==> src/inc/analog_power_defines.svh <==
// Contract
// software writes zero to reserved bits [7:4] and bit 0 of power control
// power code 00 powers ADC only on a trigger; 01 and 10 are reserved
// on-demand mode waits the ADC wake-up delay before the conversion starts
// code 11 keeps the ADC powered continuously in Normal or Halt
// code 11 keeps the reference buffer powered when it is the positive reference
// code 11 makes the wake-up delay zero; conversion starts at once
// DAC is powered while the DAC enable bit is one, off otherwise
`ifndef ANALOG_POWER_DEFINES_SVH
`define ANALOG_POWER_DEFINES_SVH

// register indices; byte address is four times the index
`define PWR_CTRL_INDEX 14'h0f81
`define PWR_STAT_INDEX 14'h0f82
`define PWR_CTRL_RESET 8'h00

// power control fields
`define PWR_ADC_MSB 3
`define PWR_ADC_LSB 2
`define PWR_DAC_BIT 1

// status fields
`define STAT_STATE_MSB 1
`define STAT_STATE_LSB 0
`define STAT_ADC_BIT 2
`define STAT_VREF_BIT 3
`define STAT_DAC_BIT 4
`define STAT_MISS_BIT 5
`define STAT_COUNT_MSB 15
`define STAT_COUNT_LSB 8

// adc wake-up time
`define CLK_MHZ 125
`define ADC_WAKE_NS 1000
`define ADC_WAKE_CYC ((`ADC_WAKE_NS * `CLK_MHZ + 999) / 1000)
`define WAKE_CNT_W 8

`endif

==> src/inc/analog_power_pkg.sv <==
package analog_power_pkg;

    typedef enum logic [1:0] {
        ADC_PWR_ON_DEMAND = 2'b00,
        ADC_PWR_RSVD_1 = 2'b01,
        ADC_PWR_RSVD_2 = 2'b10,
        ADC_PWR_CONTINUOUS = 2'b11
    } adc_pwr_mode_t;

    typedef enum logic [1:0] {
        OP_NORMAL = 2'b00,
        OP_HALT = 2'b01,
        OP_STOP = 2'b10
    } op_mode_t;

    typedef enum logic [1:0] {
        SEQ_IDLE = 2'b00,
        SEQ_WAKE = 2'b01,
        SEQ_CONV = 2'b11
    } seq_state_t;

    typedef enum logic [1:0] {
        RESP_OKAY = 2'b00,
        RESP_SLVERR = 2'b10,
        RESP_DECERR = 2'b11
    } axi_resp_t;

    typedef struct packed {
        logic awready;
        logic wready;
        logic aw_full;
        logic w_full;
        logic [15:0] aw_addr;
        logic [31:0] w_data;
        logic [3:0] w_strb;
        logic bvalid;
        axi_resp_t bresp;
        logic arready;
        logic rvalid;
        logic [31:0] rdata;
        axi_resp_t rresp;
    } bus_state_t;

    typedef struct packed {
        adc_pwr_mode_t adc_mode;
        logic dac_en;
    } ctrl_reg_t;

    typedef struct packed {
        bus_state_t bus;
        ctrl_reg_t ctrl;
        seq_state_t seq;
        logic [7:0] wake_cnt;
        logic miss;
        logic [7:0] conv_count;
        logic adc_power;
        logic vref_power;
        logic dac_power;
        logic conv_start;
    } state_t;

endpackage

==> src/verilog/analog_power_enable_reg.sv <==
`timescale 1ns/10ps
`include "analog_power_defines.svh"

module analog_power_enable_reg
    import analog_power_pkg::*;
(
    input wire logic aclk,
    input wire logic aresetn,
    input wire logic [15:0] s_axi_awaddr,
    input wire logic [2:0] s_axi_awprot,
    input wire logic s_axi_awvalid,
    output logic s_axi_awready,
    input wire logic [31:0] s_axi_wdata,
    input wire logic [3:0] s_axi_wstrb,
    input wire logic s_axi_wvalid,
    output logic s_axi_wready,
    output logic [1:0] s_axi_bresp,
    output logic s_axi_bvalid,
    input wire logic s_axi_bready,
    input wire logic [15:0] s_axi_araddr,
    input wire logic [2:0] s_axi_arprot,
    input wire logic s_axi_arvalid,
    output logic s_axi_arready,
    output logic [31:0] s_axi_rdata,
    output logic [1:0] s_axi_rresp,
    output logic s_axi_rvalid,
    input wire logic s_axi_rready,
    input wire logic [1:0] op_mode,
    input wire logic vref_buf_selected,
    input wire logic adc_trigger,
    input wire logic adc_conv_done,
    output logic adc_power_en,
    output logic adc_vref_buf_en,
    output logic adc_conv_start,
    output logic dac_power_en
);

    localparam logic [7:0] WAKE_LAST = 8'(`ADC_WAKE_CYC - 1);

    state_t st_r;
    state_t st_nxt;

    logic running;
    logic continuous;
    logic wr_fire;
    logic rd_fire;
    logic [13:0] wr_index;
    logic [13:0] rd_index;
    logic miss_clear;
    logic miss_set;
    logic [31:0] status_word;

    assign running = (op_mode == OP_NORMAL) || (op_mode == OP_HALT);
    assign continuous = (st_r.ctrl.adc_mode == ADC_PWR_CONTINUOUS) && running;
    assign wr_fire = st_r.bus.aw_full && st_r.bus.w_full && !st_r.bus.bvalid;
    assign rd_fire = s_axi_arvalid && st_r.bus.arready;
    assign wr_index = st_r.bus.aw_addr[15:2];
    assign rd_index = s_axi_araddr[15:2];

    always_comb begin
        status_word = 32'h0000_0000;
        status_word[`STAT_STATE_MSB:`STAT_STATE_LSB] = st_r.seq;
        status_word[`STAT_ADC_BIT] = st_r.adc_power;
        status_word[`STAT_VREF_BIT] = st_r.vref_power;
        status_word[`STAT_DAC_BIT] = st_r.dac_power;
        status_word[`STAT_MISS_BIT] = st_r.miss;
        status_word[`STAT_COUNT_MSB:`STAT_COUNT_LSB] = st_r.conv_count;
    end

    always_comb begin
        st_nxt = st_r;
        st_nxt.conv_start = 1'b0;
        miss_clear = 1'b0;
        miss_set = 1'b0;

        // write address and data are taken independently
        if (s_axi_awvalid && st_r.bus.awready) begin
            st_nxt.bus.aw_addr = s_axi_awaddr;
            st_nxt.bus.aw_full = 1'b1;
            st_nxt.bus.awready = 1'b0;
        end
        if (s_axi_wvalid && st_r.bus.wready) begin
            st_nxt.bus.w_data = s_axi_wdata;
            st_nxt.bus.w_strb = s_axi_wstrb;
            st_nxt.bus.w_full = 1'b1;
            st_nxt.bus.wready = 1'b0;
        end

        if (wr_fire) begin
            st_nxt.bus.aw_full = 1'b0;
            st_nxt.bus.w_full = 1'b0;
            st_nxt.bus.bvalid = 1'b1;
            st_nxt.bus.bresp = RESP_OKAY;
            if (wr_index == `PWR_CTRL_INDEX) begin
                // reserved bits are not stored and read back as zero
                if (st_r.bus.w_strb[0]) begin
                    st_nxt.ctrl.adc_mode =
                        adc_pwr_mode_t'(st_r.bus.w_data[`PWR_ADC_MSB:`PWR_ADC_LSB]);
                    st_nxt.ctrl.dac_en = st_r.bus.w_data[`PWR_DAC_BIT];
                end
            end else if (wr_index == `PWR_STAT_INDEX) begin
                // missed-trigger flag is write-one-to-clear
                miss_clear = st_r.bus.w_strb[0] && st_r.bus.w_data[`STAT_MISS_BIT];
            end else begin
                st_nxt.bus.bresp = RESP_DECERR;
            end
        end

        if (st_r.bus.bvalid && s_axi_bready) begin
            st_nxt.bus.bvalid = 1'b0;
            st_nxt.bus.awready = 1'b1;
            st_nxt.bus.wready = 1'b1;
        end

        if (rd_fire) begin
            st_nxt.bus.arready = 1'b0;
            st_nxt.bus.rvalid = 1'b1;
            st_nxt.bus.rresp = RESP_OKAY;
            if (rd_index == `PWR_CTRL_INDEX) begin
                st_nxt.bus.rdata = 32'h0000_0000;
                st_nxt.bus.rdata[`PWR_ADC_MSB:`PWR_ADC_LSB] = st_r.ctrl.adc_mode;
                st_nxt.bus.rdata[`PWR_DAC_BIT] = st_r.ctrl.dac_en;
            end else if (rd_index == `PWR_STAT_INDEX) begin
                st_nxt.bus.rdata = status_word;
            end else begin
                st_nxt.bus.rdata = 32'h0000_0000;
                st_nxt.bus.rresp = RESP_DECERR;
            end
        end
        if (st_r.bus.rvalid && s_axi_rready) begin
            st_nxt.bus.rvalid = 1'b0;
            st_nxt.bus.arready = 1'b1;
        end

        // conversion power sequencer
        unique case (st_r.seq)
            SEQ_IDLE: begin
                if (adc_trigger && running) begin
                    if (continuous) begin
                        st_nxt.seq = SEQ_CONV;
                        st_nxt.conv_start = 1'b1;
                    end else begin
                        // reserved codes behave as on-demand
                        st_nxt.seq = SEQ_WAKE;
                        st_nxt.wake_cnt = WAKE_LAST;
                    end
                end else if (adc_trigger) begin
                    miss_set = 1'b1;
                end
            end
            SEQ_WAKE: begin
                if (adc_trigger) begin
                    miss_set = 1'b1;
                end
                if (st_r.wake_cnt == 8'h00) begin
                    st_nxt.seq = SEQ_CONV;
                    st_nxt.conv_start = 1'b1;
                end else begin
                    st_nxt.wake_cnt = st_r.wake_cnt - 8'h01;
                end
            end
            SEQ_CONV: begin
                if (adc_trigger) begin
                    miss_set = 1'b1;
                end
                if (adc_conv_done) begin
                    st_nxt.seq = SEQ_IDLE;
                    st_nxt.conv_count = st_r.conv_count + 8'h01;
                end
            end
        endcase

        // a new miss in the clearing cycle is kept
        if (miss_set) begin
            st_nxt.miss = 1'b1;
        end else if (miss_clear) begin
            st_nxt.miss = 1'b0;
        end

        st_nxt.adc_power = continuous || (st_nxt.seq != SEQ_IDLE);
        st_nxt.vref_power = st_nxt.adc_power && vref_buf_selected;
        st_nxt.dac_power = st_nxt.ctrl.dac_en;
    end

    always_ff @(posedge aclk) begin
        if (!aresetn) begin
            st_r <= '0;
            st_r.bus.awready <= 1'b1;
            st_r.bus.wready <= 1'b1;
            st_r.bus.arready <= 1'b1;
            st_r.ctrl <= ctrl_reg_t'(3'(`PWR_CTRL_RESET >> 1));
        end else begin
            st_r <= st_nxt;
        end
    end

    assign s_axi_awready = st_r.bus.awready;
    assign s_axi_wready = st_r.bus.wready;
    assign s_axi_bvalid = st_r.bus.bvalid;
    assign s_axi_bresp = st_r.bus.bresp;
    assign s_axi_arready = st_r.bus.arready;
    assign s_axi_rvalid = st_r.bus.rvalid;
    assign s_axi_rdata = st_r.bus.rdata;
    assign s_axi_rresp = st_r.bus.rresp;
    assign adc_power_en = st_r.adc_power;
    assign adc_vref_buf_en = st_r.vref_power;
    assign adc_conv_start = st_r.conv_start;
    assign dac_power_en = st_r.dac_power;

endmodule // analog_power_enable_reg

==> config.mk <==
export PLATFORM = sky130hd
export DESIGN_NAME = analog_power_enable_reg
export DESIGN_NICKNAME = d
export VERILOG_FILES = /design/src/inc/analog_power_pkg.sv /design/src/verilog/analog_power_enable_reg.sv
export VERILOG_INCLUDE_DIRS = /design/src /design/src/inc
export SDC_FILE = /design/constraint.sdc
export NUM_CORES = 1
export LEC_CHECK = 0
export ABC_CLOCK_PERIOD_IN_PS = 3700
export BUFFER_PORTS_ARGS = -buffer_cell sky130_fd_sc_hd__buf_2
export CAP_MARGIN = 5
export CORE_MARGIN = 2
export CORE_UTILIZATION = 23
export CTS_CLUSTER_DIAMETER = 30
export CTS_CLUSTER_SIZE = 24
export DETAILED_ROUTE_END_ITERATION = 10
export PLACE_DENSITY_LB_ADDON = 0.08
export SLEW_MARGIN = 20
export SYNTH_ARGS = -nofsm -noshare
export SYNTH_HDL_FRONTEND = slang
export SYNTH_SLANG_ARGS = --single-unit
export TNS_END_PERCENT = 5
==> constraint.sdc <==
create_clock -name aclk -period 3.7 [get_ports aclk]
set_clock_uncertainty 0.1 [all_clocks]
set_input_delay 0.555 -clock aclk [delete_from_list [all_inputs] [get_ports aclk]]
set_output_delay 0.555 -clock aclk [all_outputs]
set_load 0.1 [all_outputs]
==> results of run 1 <==
final cells by class:
cell class	instances	area, um2
Fill cell	1475	9543
Clock buffer	12	266.5
Inverter	10	37.54
Timing Repair Buffer	72	365.4
Sequential cell	67	1341
Tap cell	176	220.2
Multi-Input combinational cell	267	1474
Clock inverter	4	47.55
flip-flops by register name, summed over array words and instances, names as in the netlist:
name,count
adc_conv_start,1
adc_power_en,1
adc_vref_buf_en,1
dac_power_en,1
s_axi_arready,1
s_axi_awready,1
s_axi_bresp,1
s_axi_bvalid,1
s_axi_rdata,14
s_axi_rresp,1
s_axi_rvalid,1
s_axi_wready,1
st_r,42
metal layers:
| layer | global-route usage, % | routed length, um |
|---|---|---|
| met5 | 0 | 0 |
| met1 | 15.75 | 4003 |
| met4 | 4.360 | 121 |
| met3 | 4.417 | 510 |
| met2 | 17.13 | 3412 |
through the flow:
| stage | instances | hold slack [ns] | worst slack (ns) | utilization (%) | instance area, um2 |
|---|---|---|---|---|---|
| 6_report | 608 | 0.3179 | 1.461 | 28.22 | 3752 |
| 5_1_grt | 608 | 0.3226 | 1.312 | 28.22 | 3752 |
| 4_1_cts | 608 | 0.3013 | 1.452 | 28.22 | 3752 |
| 3_5_place_dp | 592 | 0.3433 | 1.204 | 25.86 | 3438 |
| 3_3_place_gp | 592 | 0.3398 | 1.193 | 25.86 | 3438 |
| 2_1_floorplan | 401 | 0.3242 | 1.588 | - | 3204 |
power by group through the flow:
| stage | sequential [uW] | combinational (uW) | clock [uW] |
|---|---|---|---|
| after floorplan | 838 | 274 | 0 |
| after detailed placement | 805 | 359 | 0 |
| after global routing | 795 | 386 | 966 |
| after CTS | 789 | 360 | 936 |
| final | 789 | 356 | 901 |
| after global placement | 805 | 357 | 0 |
final timing paths:
kind / slack, ns / to / cells after the start / start
min reg2reg: 0.35 / s_axi_rdata[4] / 2 / s_axi_rdata[4]
min: 0.32 / adc_vref_buf_en / 2 / vref_buf_selected
max reg2reg: 1.46 / st_r[18] / 6 / st_r[13]
max: 1.46 / st_r[18] / 6 / st_r[13]
placed cells by master, fill, tap and decap left out, types with 6 or more instances in the layout:
cell and n:
nand3_1 23, nor2_1 22, inv_1 9, dfxtp_1 67
or2_2 6, a21oi_1 47, conb_1 18, nand2b_1 6
o21ai_0 15, clkbuf_16 9, nand2_1 59, buf_2 70
synth_stat cells (3+ instances only):
| master | n | share of area, % |
|---|---|---|
| nand2b_1 | 6 | 1.2 |
| buf_4 | 36 | 8.6 |
| xnor2_1 | 3 | 0.84 |
| or2_2 | 6 | 1.2 |
| nor2_1 | 22 | 2.6 |
| nand2_1 | 59 | 7.1 |
| clkbuf_1 | 18 | 2.2 |
| o31ai_1 | 4 | 0.96 |
| a221oi_1 | 4 | 1.1 |
| nand4_1 | 5 | 1.0 |
| o21ai_0 | 15 | 2.4 |
| and2_1 | 3 | 0.60 |
| inv_1 | 10 | 1.2 |
| or4_1 | 3 | 0.72 |
| a21oi_1 | 47 | 7.5 |
| nand3_1 | 23 | 3.7 |
| nor3_1 | 5 | 0.80 |
| dfxtp_1 | 67 | 43 |
| nor4_1 | 4 | 0.80 |
| xor2_1 | 4 | 1.1 |
critical path: cells and delay by family, from the launching register on:
kind	cells	cell delay [ns]
flip-flops	1	0.33
AO/OA/AOI/OAI	1	0.09
buffers and inverters	1	0.08
adder cells (fa/ha/maj)	1	0.20
AND/OR/NAND/NOR	3	1.30
logic make-up (layout without fill, tap and decap cells):
logic type | Yosys count | in the layout
adders and majority gates | 2 | 2
muxes | 1 | 1
other | 1 | 18
xor gates and xnor gates | 7 | 7
and+or+nand+nor | 154 | 154
DFF | 67 | 67
AOI/OAI and AO/OA | 85 | 85
buffers and inverters | 67 | 98
==> flow_metrics.py, run 1 <==
metrics = {
    "clocking": {
        "numCtsBuffers": 9,
        "insertion_delay_ns": 0.34,
        "hold_buffers": 0,
        "cts_buffer_depth": 2,
        "htreeDepth": 3,
        "cts_setup_buffers": 0,
        "clockRootBuffer": "clkbuf_16",
        "post_cts_resized": 0,
        "cts_sinks": 67,
        "clkTransAtPathRegs_ns": 0.06,
        "cts_tree": "done",
    },
    "cells_and_area": {
        "syn_to_final_growth_pct": 19.48,
        "drive_gt1_share_pct": 23.61,
        "nets": 515,
        "antennaDiodeCount": 0,
    },
    "place": {
        "gp_congestion": 0.7203,
        "portBuffers": 70,
        "dp_hpwl_mm": 5.663,
    },
    "setup_path": {
        "crit_chain": "inv_1 -> ha_1 -> or4b_4 -> nor4_4 -> or3_1 -> o32ai_1",
        "worstSetupPathType": "flop to flop",
        "startpoint_type": "flop",
        "cp_slowest_cell": "nor4_4",
        "critPathMaxStageDelay_ns": 0.54,
        "critPathArrivalTime_ns": 2.34,
        "cp-end-kind": "flop",
        "crit_fanout": 9,
        "cp.required_ns": 3.81,
    },
    "synth": {
        "yosysSeqAreaShare_pct": 42.71,
        "syn_area_per_cell_um2": 8.178,
        "synth-simple-area-share_pct": 25.54,
        "ys.flop_type": "dfxtp_1",
        "synth.mux.area_fraction_pct": 0.3586,
        "async_flop_share_pct": 0,
        "synth-adder-area-share_pct": 0.7968,
        "synth_compound_area_share_pct": 16.14,
        "yosysWarnings": 0,
        "synth_cell_types": 50,
        "synth_top_family_by_area": "simple AND/OR/NAND/NOR gates",
        "synth-xor-area-share_pct": 1.952,
        "netlist_instances": 384,
        "synth-seq-cells": 67,
        "syn_area_um2": 3141,
        "synth-edff-count": 0,
    },
    "sta": {
        "fmaxAchievable_mhz": 446.6,
        "rsz0062_at_grt": "false",
        "setup_viol": 0,
        "fin_crit_ns": 2.239,
        "tns_ns": 0,
        "min_period_over_period_pct": 60.51,
        "maxSlewViolCount": 0,
        "relSlewSlack_pct": 40.75,
        "tightest_slew_ns": 0.8888,
        "final-hold-violation-count": 0,
    },
    "grt": {
        "grt_max_degree": 40,
        "grt_pass1_vias": 2514,
        "antenna_found_initial": 0,
        "grt_pass1_wl_mm": 13.20,
        "overflow": 0,
        "grt_usage_pct": 11.77,
    },
    "route": {
        "drtAntennaViolNets": 0,
        "dr.first_iter.drc_count": 142,
        "wl_mm": 8.048,
        "wire_per_inst_um": 13.24,
        "drc_errors": 0,
        "drt_pass1_iterations": 4,
        "vias": 2675,
        "vias_per_cell": 4.400,
    },
    "power_and_ir_drop": {
        "clock_power_share_pct": 44.0,
        "peakVddDrop_v": 0.0002467,
        "cellPowerDensity_nw_per_um2": 545.3,
        "power_frac_seq_pct": 38.5,
        "comb_power_share_pct": 17.4,
        "internal_power_uw": 1415,
        "finalPower_uw": 2046,
        "p_switching_uw": 630.9,
        "swShare_pct": 30.83,
        "p_leak_uw": 0.001490,
    },
    "floorplanning": {
        "num_io_pins": 131,
        "die_w_um": 120.9,
        "core_um2": 13300,
        "die_y_um": 120.9,
        "initial_core_util_pct": 23.62,
        "rows": 42,
        "dieArea_um2": 14600,
    },
    "worst_hold_path": {
        "hold_path.class": "input pin to flop",
    },
    "status": {
        "status": "finished clean",
    },
    "job": {
        "maxCapViolations": 0,
    },
}
Note: power is estimated with default switching activity, not from simulation.
==> run 2, diff against run 1 <==
--- a/config.mk
+++ b/config.mk
@@ -6,7 +6,7 @@
 export SDC_FILE = /design/constraint.sdc
 export NUM_CORES = 1
 export LEC_CHECK = 0
-export ABC_CLOCK_PERIOD_IN_PS = 3700
+export ABC_CLOCK_PERIOD_IN_PS = 2300
 export BUFFER_PORTS_ARGS = -buffer_cell sky130_fd_sc_hd__buf_2
 export CAP_MARGIN = 5
 export CORE_MARGIN = 2
==> constraint.sdc (replaced) <==
create_clock -name aclk -period 2.3 [get_ports aclk]
set_clock_uncertainty 0.1 [all_clocks]
set_input_delay 0.345 -clock aclk [delete_from_list [all_inputs] [get_ports aclk]]
set_output_delay 0.345 -clock aclk [all_outputs]
set_load 0.1 [all_outputs]
==> run 2 against run 1 <==
Compared with the run above: via count rose by 0.90%; non-clock buffer count rose by 8; sequential power rose by 60%; maximum frequency rose by 2.4%; flip-flop and latch count did not move; critical path type unchanged.
==> flow_metrics.py, run 2 (synthesis gave the netlist of run 1 again) <==
metrics = {
    "status": {
        "status": "finished clean",
    },
    "route": {
        "vias": 2699,
        "vias_per_cell": 4.381,
        "dr.first_iter.drc_count": 137,
        "drtAntennaViolNets": 0,
        "drt_pass1_iterations": 4,
        "wire_per_inst_um": 13.18,
        "wl_mm": 8.120,
        "drc_errors": 0,
    },
    "grt": {
        "grt_max_degree": 39,
        "grt_usage_pct": 11.73,
        "antenna_found_initial": 0,
        "overflow": 0,
        "grt_pass1_vias": 2572,
        "grt_pass1_wl_mm": 13.24,
    },
    "setup_path": {
        "startpoint_type": "flop",
        "crit_cells": 6,
        "crit_fanout": 4,
        "cp_slowest_cell": "or4_4",
        "crit_family": "simple AND/OR/NAND/NOR gates",
        "reg2reg_depth": 6,
        "crit_chain": "inv_1 -> ha_1 -> or4b_4 -> or4_4 -> a41oi_2 -> and2_1",
        "worstSetupPathType": "flop to flop",
        "cp.required_ns": 2.49,
        "critPathMaxStageDelay_ns": 0.57,
        "cp-end-kind": "flop",
        "path_buf_inv": 1,
        "critPathArrivalTime_ns": 2.37,
    },
    "sta": {
        "timing.final.ws_setup_ns": 0.1138,
        "tightest_slew_ns": 0.9257,
        "fmaxAchievable_mhz": 457.4,
        "rsz0062_at_grt": "false",
        "min_period_over_period_pct": 95.05,
        "fin_crit_ns": 2.186,
        "maxSlewViolCount": 0,
        "relSlewSlack_pct": 38.29,
        "setup_viol": 0,
        "final-hold-violation-count": 0,
        "tns_ns": 0,
    },
    "cells_and_area": {
        "nets": 523,
        "antennaDiodeCount": 0,
        "largest_register": "st_r",
        "drive_gt1_share_pct": 24.77,
        "largest_register_ff_count": 42,
        "final_common_cell": "buf_2",
        "stdcell_count": 616,
        "fillers": 1493,
        "syn_to_final_growth_pct": 20.80,
        "multi_input_area_um2": 1474,
        "layout_common_cells": "buf_2, dfxtp_1, nand2_1, a21oi_1, nand3_1",
        "seqCellArea_um2": 1341,
    },
    "power_and_ir_drop": {
        "cellPowerDensity_nw_per_um2": 854.0,
        "peakVddDrop_v": 0.0003166,
        "finalPower_uw": 3240,
        "p_leak_uw": 0.001522,
    },
    "place": {
        "dp_hpwl_mm": 5.706,
        "dp_cells": 600,
        "place_ws_ns": 0.1264,
        "gp_congestion": 0.7318,
        "portBuffers": 70,
    },
    "clocking": {
        "insertion_delay_ns": 0.34,
        "cts_buffer_depth": 2,
        "clkTransAtPathRegs_ns": 0.05,
        "post_cts_resized": 0,
        "hold_buffers": 0,
        "cts_sinks": 67,
        "cts_setup_buffers": 0,
        "clockRootBuffer": "clkbuf_16",
        "numCtsBuffers": 9,
        "cts_tree": "done",
        "htreeDepth": 3,
    },
    "floorplanning": {
        "die_w_um": 120.9,
        "dieArea_um2": 14600,
        "rows": 42,
        "initial_core_util_pct": 23.62,
        "die_y_um": 120.9,
        "core_um2": 13300,
        "num_io_pins": 131,
    },
    "worst_hold_path": {
        "hold_path.class": "input pin to flop",
        "min_delay_path_depth": 2,
    },
    "job": {
        "maxCapViolations": 0,
    },
}
-- run 2: power breakdown --
group	internal (uW)	switching, uW	total [uW]
Sequential	1220	41.2	1260
Combinational	146	452	598
Clock	863	521	1380
Total	2230	1010	3240
-- run 2: path summary, 6_finish.rpt --
kind | from | end | slack (ns)
hold / removal | vref_buf_selected | adc_vref_buf_en | 0.11
setup reg to reg | st_r[13] | adc_vref_buf_en | 0.11
hold reg to reg | s_axi_rdata[12] | s_axi_rdata[12] | 0.35
setup / recovery | st_r[13] | adc_vref_buf_en | 0.11
-- run 2: layout make-up --
type,count,area share (%)
clock inverter,5,1.385
timing repair buffer,80,11.21
sequential,67,35.36
inverter,10,0.9894
tap,176,5.805
multi-input combinational,267,38.85
clock buffer,11,6.398
-- run 2: per-layer routing --
metal / track usage (%) / part of all wire, %
met5: 0 / 0
met4: 4.797 / 1.6
met3: 3.665 / 6.3
met2: 17.56 / 41
met1: 15.56 / 51
-- run 2: per-stage QoR --
stage | area (um2) | utilization (%) | hold WS (ns)
3_5_place_dp | 3498 | 26.31 | 0.3431
4_1_cts | 3794 | 28.53 | 0.09518
5_1_grt | 3794 | 28.53 | 0.1184
2_1_floorplan | 3204 | - | 0.3242
6_report | 3794 | 28.53 | 0.1062
3_3_place_gp | 3498 | 26.31 | 0.3400
==> run 3, diff against run 2 <==
--- a/config.mk
+++ b/config.mk
@@ -10,7 +10,7 @@
 export BUFFER_PORTS_ARGS = -buffer_cell sky130_fd_sc_hd__buf_2
 export CAP_MARGIN = 5
 export CORE_MARGIN = 2
-export CORE_UTILIZATION = 23
+export CORE_UTILIZATION = 48
 export CTS_CLUSTER_DIAMETER = 30
 export CTS_CLUSTER_SIZE = 24
 export DETAILED_ROUTE_END_ITERATION = 10
==> run 3 against run 2 <==
Compared with the run above: critical path depth is the same; worst setup slack better by 0.030 ns; core utilization grew 28 points; clock-buffer cell count unchanged; highest routed layer unchanged; hold slack got worse by 0.0018 ns.
==> flow_metrics.py, run 3 (synthesis gave the netlist of run 1 again) <==
metrics = {
    "status": {
        "status": "finished clean",
    },
    "setup_path": {
        "worstSetupPathType": "flop to flop",
        "cp.required_ns": 2.48,
        "startpoint_type": "flop",
        "critPathArrivalTime_ns": 2.34,
        "critPathMaxStageDelay_ns": 0.57,
        "crit_chain": "inv_1 -> ha_1 -> or4b_4 -> or4_4 -> a41oi_2 -> and2_1",
        "cp_slowest_cell": "or4_4",
        "crit_fanout": 4,
        "cp-end-kind": "flop",
        "r2r_end": "adc_vref_buf_en",
        "reg2reg_from": "st_r[13]",
        "reg2reg_depth": 6,
        "regToRegSetupSlack_ns": 0.14,
    },
    "route": {
        "dr.first_iter.drc_count": 153,
        "vias": 2713,
        "wl_mm": 6.695,
        "wire_per_inst_um": 12.92,
        "drt_pass1_iterations": 4,
        "drc_errors": 0,
        "drtAntennaViolNets": 0,
        "vias_per_cell": 5.237,
    },
    "cells_and_area": {
        "largest_register_ff_count": 42,
        "largest_register": "st_r",
        "fillers": 633,
        "nets": 524,
        "stdcell_count": 518,
        "layout_common_cells": "buf_2, dfxtp_1, nand2_1, a21oi_1, nand3_1",
        "seqCellArea_um2": 1341,
        "multi_input_area_um2": 1474,
        "final_common_cell": "buf_2",
        "antennaDiodeCount": 0,
        "syn_to_final_growth_pct": 13.86,
        "drive_gt1_share_pct": 24.94,
    },
    "sta": {
        "timing.final.ws_setup_ns": 0.1434,
        "fmaxAchievable_mhz": 463.7,
        "maxSlewViolCount": 0,
        "relSlewSlack_pct": 45.96,
        "tns_ns": 0,
        "setup_viol": 0,
        "rsz0062_at_grt": "false",
        "tightest_slew_ns": 0.8106,
        "final-hold-violation-count": 0,
        "min_period_over_period_pct": 93.76,
        "fin_crit_ns": 2.157,
    },
    "power_and_ir_drop": {
        "p_leak_uw": 0.001485,
        "peakVddDrop_v": 0.0004633,
        "swShare_pct": 32.89,
        "internal_power_uw": 1887,
        "p_switching_uw": 925.0,
        "comb_power_share_pct": 21.0,
        "cellPowerDensity_nw_per_um2": 786.5,
        "clock_power_share_pct": 34.3,
        "power_frac_seq_pct": 44.6,
    },
    "clocking": {
        "hold_buffers": 0,
        "clockRootBuffer": "clkbuf_8",
        "cts_buffer_depth": 2,
        "cts_sinks": 67,
        "post_cts_resized": 0,
        "clkTransAtPathRegs_ns": 0.08,
        "numCtsBuffers": 9,
        "htreeDepth": 3,
        "cts_tree": "done",
        "insertion_delay_ns": 0.34,
        "cts_setup_buffers": 0,
    },
    "grt": {
        "overflow": 0,
        "grt_max_degree": 27,
        "grt_pass1_wl_mm": 11.29,
        "antenna_found_initial": 0,
        "grt_usage_pct": 19.50,
        "grt_pass1_vias": 2499,
    },
    "job": {
        "maxCapViolations": 0,
    },
    "place": {
        "gp_congestion": 0.8363,
        "dp_cells": 502,
        "dp_hpwl_mm": 4.855,
        "portBuffers": 70,
        "place_ws_ns": 0.1496,
    },
    "worst_hold_path": {
        "whs_endpoint": "s_axi_awready",
        "hold_path.class": "input pin to flop",
        "min_delay_path_depth": 2,
        "min_from": "s_axi_awvalid",
    },
    "floorplanning": {
        "rows": 29,
        "die_w_um": 84.89,
        "core_um2": 6350,
        "initial_core_util_pct": 49.46,
        "dieArea_um2": 7205,
        "num_io_pins": 131,
        "die_y_um": 84.89,
    },
}
[run 3: stage by stage]
| stage | util [%] | instance area, um2 | power, uW | hold WS [ns] |
|---|---|---|---|---|
| floorplan | - | 3204 | 1789 | 0.3242 |
| global route | 56.32 | 3576 | 2938 | 0.09159 |
| detailed placement | 53.26 | 3382 | 1872 | 0.3402 |
| global placement | 53.26 | 3382 | 1867 | 0.3393 |
| finish | 56.32 | 3576 | 2812 | 0.1044 |
| CTS | 56.32 | 3576 | 2834 | 0.09130 |
[run 3: worst max path at each step]
stage,start,endpoint,depth (start not counted)
6_report,st_r[13],adc_vref_buf_en,6
5_1_grt,st_r[13],adc_vref_buf_en,6
4_1_cts,st_r[13],adc_vref_buf_en,6
3_5_place_dp,st_r[13],adc_vref_buf_en,6
3_3_place_gp,st_r[13],adc_vref_buf_en,6
2_1_floorplan,s_axi_bvalid,st_r[12],4
[run 3: final cells by class]
class,count,share of cell area (%)
timing repair buffer,81,12.11
multi-input combinational,267,41.22
clock buffer,11,3.954
inverter,10,1.050
tap,77,2.694
sequential,67,37.51
clock inverter,5,1.470
[run 3: power by group through the flow]
stage | combinational (uW) | clock, uW | sequential [uW]
CTS | 592 | 986 | 1250
detailed placement | 591 | 0 | 1280
global placement | 587 | 0 | 1280
finish | 591 | 966 | 1260
global route | 633 | 1040 | 1260
floorplan | 442 | 0 | 1350
[run 3: worst max-delay path, delay by kind of cell, from the launching register on]
family | cells | cell delay [ns]
simple gates | 3 | 1.22
flops | 1 | 0.34
compound gates | 1 | 0.16
fa+ha+maj | 1 | 0.20
buf+inv | 1 | 0.08
[run 3: metal layers]
layer	up-vias	GRT usage, %	wire, um
met5	-	0	0
met1	1217	26.29	3186
li1	1387	-	-
met2	99	29.13	2878
met3	10	6.128	528
met4	0	7.937	101
